--- config.mk ---
export PLATFORM = sky130hd
export DESIGN_NAME = acmc_mode_ctrl
export DESIGN_NICKNAME = d
export VERILOG_FILES = /design/src/hdl/acmc_pkg.sv /design/src/hdl/acmc_cal_mem.sv /design/src/hdl/acmc_mode_ctrl.sv
export SDC_FILE = /design/constraint.sdc
export NUM_CORES = 1
export LEC_CHECK = 0
export ABC_CLOCK_PERIOD_IN_PS = 6000
export BUFFER_PORTS_ARGS = -buffer_cell sky130_fd_sc_hd__buf_2
export CORE_ASPECT_RATIO = 0.75
export CORE_MARGIN = 2
export CORE_UTILIZATION = 59
export DETAILED_ROUTE_END_ITERATION = 8
export GPL_TIMING_DRIVEN = 0
export PLACE_DENSITY = 0.82
export SYNTH_ARGS = -nofsm -noshare
export SYNTH_HDL_FRONTEND = slang
export SYNTH_SLANG_ARGS = --single-unit
--- constraint.sdc ---
create_clock -name sys_clk -period 6 [get_ports sys_clk]
set_input_delay 0.3 -clock sys_clk [delete_from_list [all_inputs] [get_ports sys_clk]]
set_output_delay 0.3 -clock sys_clk [all_outputs]
set_load 0.03 [all_outputs]
--- src/hdl/acmc_pkg.sv ---
// Constants, types and layout for the calibration mode control block
package acmc_pkg;

   // Register select code of the mode register
   localparam logic [2:0]  ACMC_MODE_REG_SEL = 3'h2;
   localparam logic [15:0] ACMC_MODE_RESET   = 16'h01B0;

   // Operating mode codes
   localparam logic [2:0] ACMC_OP_IDLE     = 3'h0;
   localparam logic [2:0] ACMC_OP_ZS_SELF  = 3'h4;
   localparam logic [2:0] ACMC_OP_FS_SELF  = 3'h5;
   localparam logic [2:0] ACMC_OP_ZS_SYS   = 3'h6;
   localparam logic [2:0] ACMC_OP_FS_SYS   = 3'h7;
   localparam int          ACMC_OP_CAL_BIT  = 2;

   // Calibration source selection for the analog front end
   localparam logic [1:0] ACMC_SRC_INPUT   = 2'h0;
   localparam logic [1:0] ACMC_SRC_SHORTED = 2'h1;
   localparam logic [1:0] ACMC_SRC_FULL    = 2'h2;

   // Sample and calibration store geometry
   localparam int          ACMC_DATA_W      = 24;
   localparam int          ACMC_CAL_AW      = 3;
   localparam logic        ACMC_BANK_OFFSET = 1'b0;
   localparam logic        ACMC_BANK_GAIN   = 1'b1;

   // Mode register field layout, first bit of the stream on top
   typedef struct packed {
      logic [2:0] op_mode;
      logic       unipolar;
      logic       port_output_enable;
      logic       port_out_upper;
      logic       port_out_lower;
      logic       word_len;
      logic       high_ref;
      logic       zero_bit;
      logic [1:0] range_sel;
      logic       clk_disable;
      logic       burnout;
      logic [1:0] channel_select;
   } acmc_mode_t;

   // Write request into the calibration store
   typedef struct packed {
      logic                   we;
      logic [ACMC_CAL_AW-1:0] addr;
      logic [ACMC_DATA_W-1:0] data;
   } acmc_cal_wr_t;

   // Calibration sequencer states
   typedef enum logic [2:0] {
      ACMC_ST_IDLE = 3'b001,
      ACMC_ST_ZERO = 3'b010,
      ACMC_ST_FULL = 3'b100
   } acmc_state_t;

endpackage : acmc_pkg

--- src/hdl/acmc_cal_mem.sv ---
// Offset and gain calibration store, registered read port
module acmc_cal_mem
   import acmc_pkg::*;
(
   input  wire logic                   sys_clk,
   input  wire logic                   rst,
   input  wire acmc_cal_wr_t           wr,
   input  wire logic [ACMC_CAL_AW-1:0] rd_addr,
   output      logic [ACMC_DATA_W-1:0] rd_data
);

   logic [ACMC_DATA_W-1:0] mem [2**ACMC_CAL_AW];

   // Write port, one entry per cycle
   always_ff @(posedge sys_clk) begin
      if (wr.we) begin
         mem[wr.addr] <= wr.data;
      end
   end

   // Read data held in a register
   always_ff @(posedge sys_clk) begin
      if (rst) begin
         rd_data <= '0;
      end else begin
         rd_data <= mem[rd_addr];
      end
   end

endmodule : acmc_cal_mem

--- src/hdl/acmc_mode_ctrl.sv ---
// Mode register, calibration sequencer, output coding and port pins
module acmc_mode_ctrl
   import acmc_pkg::*;
(
   input  wire logic                   sys_clk,
   input  wire logic                   rst,
   input  wire logic                   reg_wr,
   input  wire logic [2:0]             reg_sel,
   input  wire logic [15:0]            reg_wdata,
   input  wire logic                   meas_valid,
   input  wire logic [ACMC_DATA_W-1:0] meas_data,
   input  wire logic [ACMC_CAL_AW-1:0] cal_rd_addr,
   output      logic [15:0]            mode_rdata,
   output      logic                   ready_reg,
   output      logic                   mod_reset_reg,
   output      logic [1:0]             cal_source_reg,
   output      logic [1:0]             chan_reg,
   output      logic                   code_valid_reg,
   output      logic [ACMC_DATA_W-1:0] code_reg,
   output      logic                   pin_pos_out,
   output      logic                   pin_pos_oe,
   output      logic                   pin_neg_out,
   output      logic                   pin_neg_oe,
   output      logic [ACMC_DATA_W-1:0] cal_rd_data
);

   acmc_mode_t   mode_reg;
   acmc_mode_t   wr_mode;
   acmc_state_t  state_reg;
   acmc_state_t  state_next;
   acmc_cal_wr_t cal_wr;
   logic         mode_write;
   logic         is_cal_code;
   logic [2:0]   new_op;
   logic         finish;

   assign mode_write  = reg_wr && (reg_sel == ACMC_MODE_REG_SEL);
   assign wr_mode     = acmc_mode_t'(reg_wdata);
   assign new_op      = wr_mode.op_mode;
   assign is_cal_code = new_op[ACMC_OP_CAL_BIT];

   // Sequencer next state; a mode write always takes precedence
   always_comb begin
      state_next = state_reg;
      finish     = 1'b0;
      if (mode_write) begin
         if (!is_cal_code) begin
            state_next = ACMC_ST_IDLE;
         end else if (new_op == ACMC_OP_FS_SYS) begin
            state_next = ACMC_ST_FULL;
         end else begin
            state_next = ACMC_ST_ZERO;
         end
      end else begin
         unique case (state_reg)
            ACMC_ST_IDLE: begin
               state_next = ACMC_ST_IDLE;
            end
            ACMC_ST_ZERO: begin
               if (meas_valid) begin
                  if (mode_reg.op_mode == ACMC_OP_FS_SELF) begin
                     state_next = ACMC_ST_FULL;
                  end else begin
                     state_next = ACMC_ST_IDLE;
                     finish     = 1'b1;
                  end
               end
            end
            ACMC_ST_FULL: begin
               if (meas_valid) begin
                  state_next = ACMC_ST_IDLE;
                  finish     = 1'b1;
               end
            end
            default: begin
               state_next = ACMC_ST_IDLE;
            end
         endcase
      end
   end

   // Calibration result write into the channel's offset or gain entry
   always_comb begin
      cal_wr      = '0;
      cal_wr.data = meas_data;
      if (!mode_write && meas_valid) begin
         if (state_reg == ACMC_ST_ZERO) begin
            cal_wr.we   = 1'b1;
            cal_wr.addr = {ACMC_BANK_OFFSET, mode_reg.channel_select};
         end else if (state_reg == ACMC_ST_FULL) begin
            cal_wr.we   = 1'b1;
            cal_wr.addr = {ACMC_BANK_GAIN, mode_reg.channel_select};
         end
      end
   end

   // Sequencer state
   always_ff @(posedge sys_clk) begin
      if (rst) begin
         state_reg <= ACMC_ST_IDLE;
      end else begin
         state_reg <= state_next;
      end
   end

   // Mode register: host writes, mode field cleared when calibration ends
   always_ff @(posedge sys_clk) begin
      if (rst) begin
         mode_reg <= acmc_mode_t'(ACMC_MODE_RESET);
      end else if (mode_write) begin
         mode_reg <= acmc_mode_t'(reg_wdata);
      end else if (finish) begin
         mode_reg.op_mode <= ACMC_OP_IDLE;
      end
   end

   // Ready high for the whole calibration, falls with the mode field
   always_ff @(posedge sys_clk) begin
      if (rst) begin
         ready_reg <= 1'b0;
      end else if (mode_write) begin
         ready_reg <= is_cal_code;
      end else if (finish) begin
         ready_reg <= 1'b0;
      end
   end

   // Modulator reset while idle, front end source per phase
   always_ff @(posedge sys_clk) begin
      if (rst) begin
         mod_reset_reg  <= 1'b1;
         cal_source_reg <= ACMC_SRC_INPUT;
         chan_reg       <= '0;
      end else begin
         mod_reset_reg <= (state_next == ACMC_ST_IDLE) &&
                          (mode_write ? new_op == ACMC_OP_IDLE
                                      : finish ||
                                        mode_reg.op_mode == ACMC_OP_IDLE);
         chan_reg      <= mode_write ? wr_mode.channel_select
                                     : mode_reg.channel_select;
         if (state_next == ACMC_ST_IDLE) begin
            cal_source_reg <= ACMC_SRC_INPUT;
         end else if (mode_write ? new_op == ACMC_OP_ZS_SELF
                                 : mode_reg.op_mode == ACMC_OP_ZS_SELF) begin
            cal_source_reg <= ACMC_SRC_SHORTED;
         end else if ((mode_write ? new_op == ACMC_OP_FS_SELF
                                  : mode_reg.op_mode == ACMC_OP_FS_SELF)) begin
            cal_source_reg <= (state_next == ACMC_ST_ZERO) ? ACMC_SRC_SHORTED
                                                           : ACMC_SRC_FULL;
         end else begin
            cal_source_reg <= ACMC_SRC_INPUT;
         end
      end
   end

   // Output coding of conversion samples, two's complement in
   always_ff @(posedge sys_clk) begin
      if (rst) begin
         code_valid_reg <= 1'b0;
         code_reg       <= '0;
      end else begin
         code_valid_reg <= meas_valid && (state_reg == ACMC_ST_IDLE) &&
                           !mod_reset_reg;
         if (meas_valid) begin
            if (!mode_reg.unipolar) begin
               code_reg <= {~meas_data[ACMC_DATA_W-1],
                            meas_data[ACMC_DATA_W-2:0]};
            end else if (meas_data[ACMC_DATA_W-1]) begin
               code_reg <= '0;
            end else begin
               // Top bit copied down so full scale reaches all ones
               code_reg <= {meas_data[ACMC_DATA_W-2:0],
                            meas_data[ACMC_DATA_W-2]};
            end
         end
      end
   end

   // Port pins: driven and held while port output is enabled
   always_ff @(posedge sys_clk) begin
      if (rst) begin
         pin_pos_out <= 1'b0;
         pin_pos_oe  <= 1'b0;
         pin_neg_out <= 1'b0;
         pin_neg_oe  <= 1'b0;
      end else begin
         pin_pos_oe  <= mode_reg.port_output_enable;
         pin_neg_oe  <= mode_reg.port_output_enable;
         pin_pos_out <= mode_reg.port_output_enable &
                        mode_reg.port_out_upper;
         pin_neg_out <= mode_reg.port_output_enable &
                        mode_reg.port_out_lower;
      end
   end

   assign mode_rdata = mode_reg;

   // Calibration store
   acmc_cal_mem u_cal_mem (
      .sys_clk (sys_clk),
      .rst     (rst),
      .wr      (cal_wr),
      .rd_addr (cal_rd_addr),
      .rd_data (cal_rd_data)
   );

endmodule : acmc_mode_ctrl

==> results.md <==
* Run status: finished clean
* H-tree levels at 1
* Final Max Tran Viols at 0
* Largest net degree at the start of global routing at 25
* Clock power frac at around two fifths
* Met2 WL at ~12,000 µm
* Slew headroom at between 30% and 40%
* Max reg flops at between 150 and 200
* Die Wd at about 150 µm
* Buffers on Ports at 121
* Final core utilization at a little under three quarters
* Gr ovfl total at 0
* Yosys warns at 0
* Number of setup buffers added after CTS at 0
* Gpl congestion at around 0.81
* Drt pass-1 iters at 5
* Post-Syn Area at 10,000 µm²
* Reg2reg setup slack at between 3 and 4 ns
* R2R cell count at 4
* CP Data Arrival Time at 2.57 ns
* Dpl ws at roughly 3.3 ns
* Ports at 125
* # setup viols final at 0
* Final Worst Setup Slack at 3.64 ns
* Area grow syn2layout at 19.1%
* CORE AREA at 16,700 µm²
* Slowest cell on the critical path: nor3_2
* Clock slew at reported path FFs at around 0.070 ns
* Final min period at 2.36 ns
* Asr flop ratio synth at 0%
* Peak VDD IR at approximately 0.24 mV
* Chip Height at ~120 µm
* Sequential share of power at 53.3%
* Top post-synthesis cells by count: 192 x edfxtp_1, 76 x dfxtp_1, 55 x nor2_1, 44 x mux4_2, 36 x a21oi_1
* Number of routed nets with antenna violations at 0
* Flop and latch count out of synthesis at ~270
* Leakage at 4.36 nW
* Register area share after synthesis at approximately 73%
* Top delay family on crit path: simple AND/OR/NAND/NOR gates
* Critical path fanouts, max at 11
* Worst setup SP type: register
* Root Driver: clkbuf_16
* Hold path depth at 3
* TNS Setup at 0 ns
* First-pass GRT wire length at 33,900 µm
* Vias in the first global route at 5,901
* EDFF count, synth at roughly 190
* Final critical-path share of the clock period at between 30% and 40%
* Worst-Margin Slew at around 1.0 ns
* Post-CTS resize count at 0
* Vias/cell at around 6.0
* Top routing layer in use: met4
* Initial Util at around three fifths
* Ys flop type: edfxtp_1
* Combinational fraction of design power at approximately 7%
* Sw Ratio at between 20% and 30%
* DRC errors left at 0
* Sw Pwr at slightly above 0.8 mW
* Wire length per cell at 23.2 µm
* Fmax at between 400 and 500 MHz
* Crit-path cells: nor2_1 -> nand3_1 -> nor3_2 -> buf_6
* Skew final at 0.0104 ns
* RR Endpoint: u_cal_mem.mem[2][20]$_DFFE_PP_
* Distinct cells, synth at 42
* Syn nets at approximately 640
* Row Count at 41
* Antenna violations before repair at 0
* Worst hold endpoint: mode_rdata[8]$_SDFFE_PP1N_
* Yosys top cell area share at a little under three fifths
* Clock buffer depth at 3
* Total die area at approximately 18,000 µm²
* Worst path bufs/invs at 1
* Min-delay worst type: in -> reg
* Kind of end point of the critical path: register
* Number of diodes at 0
* Hpwl dp at 14,600 µm
* Internal Power at about 3.0 mW
* HP Start: reg_wdata[8]
* Final hold vios at 0
* Count leader, synth: edfxtp_1
* Routed wire length at 23,000 µm
* Met3 Wirelength at 1680 µm
* WL met1 at around 9000 µm
* GRT Total Usage at between 20% and 30%
* Post-synth top area cell: edfxtp_1
* RSZ-0062 raised after global routing: no
* Clock sink count at 268
* Syn avg cell area at 16.9 µm²
* Setup CP Type: reg -> reg
* DR vias at around 6,000
* CTS tree: built
* Proportion of layout cells with a drive suffix above 1 at 32.7%
* Critical path data required time at between 6 and 7 ns
* Iter 0 DRT Violations at around 650
* Fin nets at slightly above 800
* Max-Cap Viols at 0
* Reg2reg start: state_reg[0]$_SDFF_PP1_
* CTS Hold Bufs at 4
* P per Cell Area at ~320 nW/µm²
* Synth area leaders: edfxtp_1 58%, dfxtp_1 15%, mux4_2 9.9%
* Mapped Cells at approximately 600
* Clk_lat worst skew at ~0.51 ns
* CP peak stage delay at about 0.87 ns
* Cts bufs inserted at 25
-- metal layers --
metal / up-vias / global-route usage (%)
met5: - / 0
met4: 0 / 8.15
met3: 52 / 4.12
met2: 306 / 43.6
met1: 3028 / 34.1
li1: 2610 / -
-- power groups by stage --
stage | clock, mW | combinational [mW] | sequential, mW
global route | 1.59 | 0.274 | 2.02
CTS | 1.53 | 0.257 | 2.02
global placement | 0 | 0.245 | 2.06
finish | 1.51 | 0.258 | 2.02
floorplan | 0 | 0.107 | 2.11
detailed placement | 0 | 0.253 | 2.06
-- worst reg2reg max path, stage by stage (launching register included) --
cell     delay [ns]
dfxtp_1        0.39
nor2_1         0.23
nand3_1        0.26
nor3_2         0.87
buf_6          0.29
-- cell usage in the layout (no fill, tap or decap), drive strengths merged, types with 2 or more instances in the layout --
master       Yosys  layout
a211oi          22      22
a21oi           36      36
a22oi            2       2
and2             2       2
and2b            2       2
and4bb           2       2
buf             19     155
clkbuf          17      55
clkinv           0       7
dfxtp           76      76
dlygate4sd3      0       4
edfxtp         192     192
inv              2       2
mux2i           25      25
mux4            48      48
nand2           32      32
nand2b           2       2
nand3            2       2
nand3b           6       6
nor2            55      55
nor2b           24      24
nor3             5       5
nor3b            3       3
nor4             2       2
o21ai            3       3
o31ai            3       3
or3              2       2
-- stage by stage --
stage	cell area, µm²	instances	hold WS (ns)	power [mW]
after floorplan	10000	592	0.386	2.21
after global placement	10900	928	0.439	2.30
after detailed placement	11100	943	0.449	2.31
after CTS	11900	992	0.00194	3.80
after global routing	11900	992	0.00551	3.89
final	11900	992	0.00739	3.78
-- cell families (layout without fill, tap and decap cells) --
| family | Yosys count | in the layout | synth area share (%) |
|---|---|---|---|
| AOI/OAI and AO/OA | 72 | 72 | 4.65 |
| buffers and inverters | 38 | 223 | 2.10 |
| DFF | 268 | 268 | 72.8 |
| muxes | 73 | 73 | 13.4 |
| and+or+nand+nor | 141 | 141 | 7.02 |
-- how the worst max path moves through the flow --
stage / from / to / depth (start not counted)
floorplan: reg_sel[2] / u_cal_mem.mem[3][0]$_DFFE_PP_ / 4
global placement: reg_sel[1] / u_cal_mem.mem[4][14]$_DFFE_PP_ / 5
detailed placement: meas_valid / u_cal_mem.mem[2][14]$_DFFE_PP_ / 6
CTS: state_reg[0]$_SDFF_PP1_ / u_cal_mem.mem[2][16]$_DFFE_PP_ / 4
global route: state_reg[0]$_SDFF_PP1_ / u_cal_mem.mem[2][16]$_DFFE_PP_ / 4
finish: state_reg[0]$_SDFF_PP1_ / u_cal_mem.mem[2][20]$_DFFE_PP_ / 4
-- final cells by class --
type / instances / area (µm²)
flip-flops and latches: 268 / 7290
fillers: 995 / 4800
multi-input cells: 286 / 2560
repair buffers: 140 / 811
clock buffers: 38 / 749
well taps: 215 / 269
plain buffers: 36 / 203
clock inverters: 7 / 35.0
inverters: 2 / 7.51
Note: power is estimated with default switching activity, not from simulation.
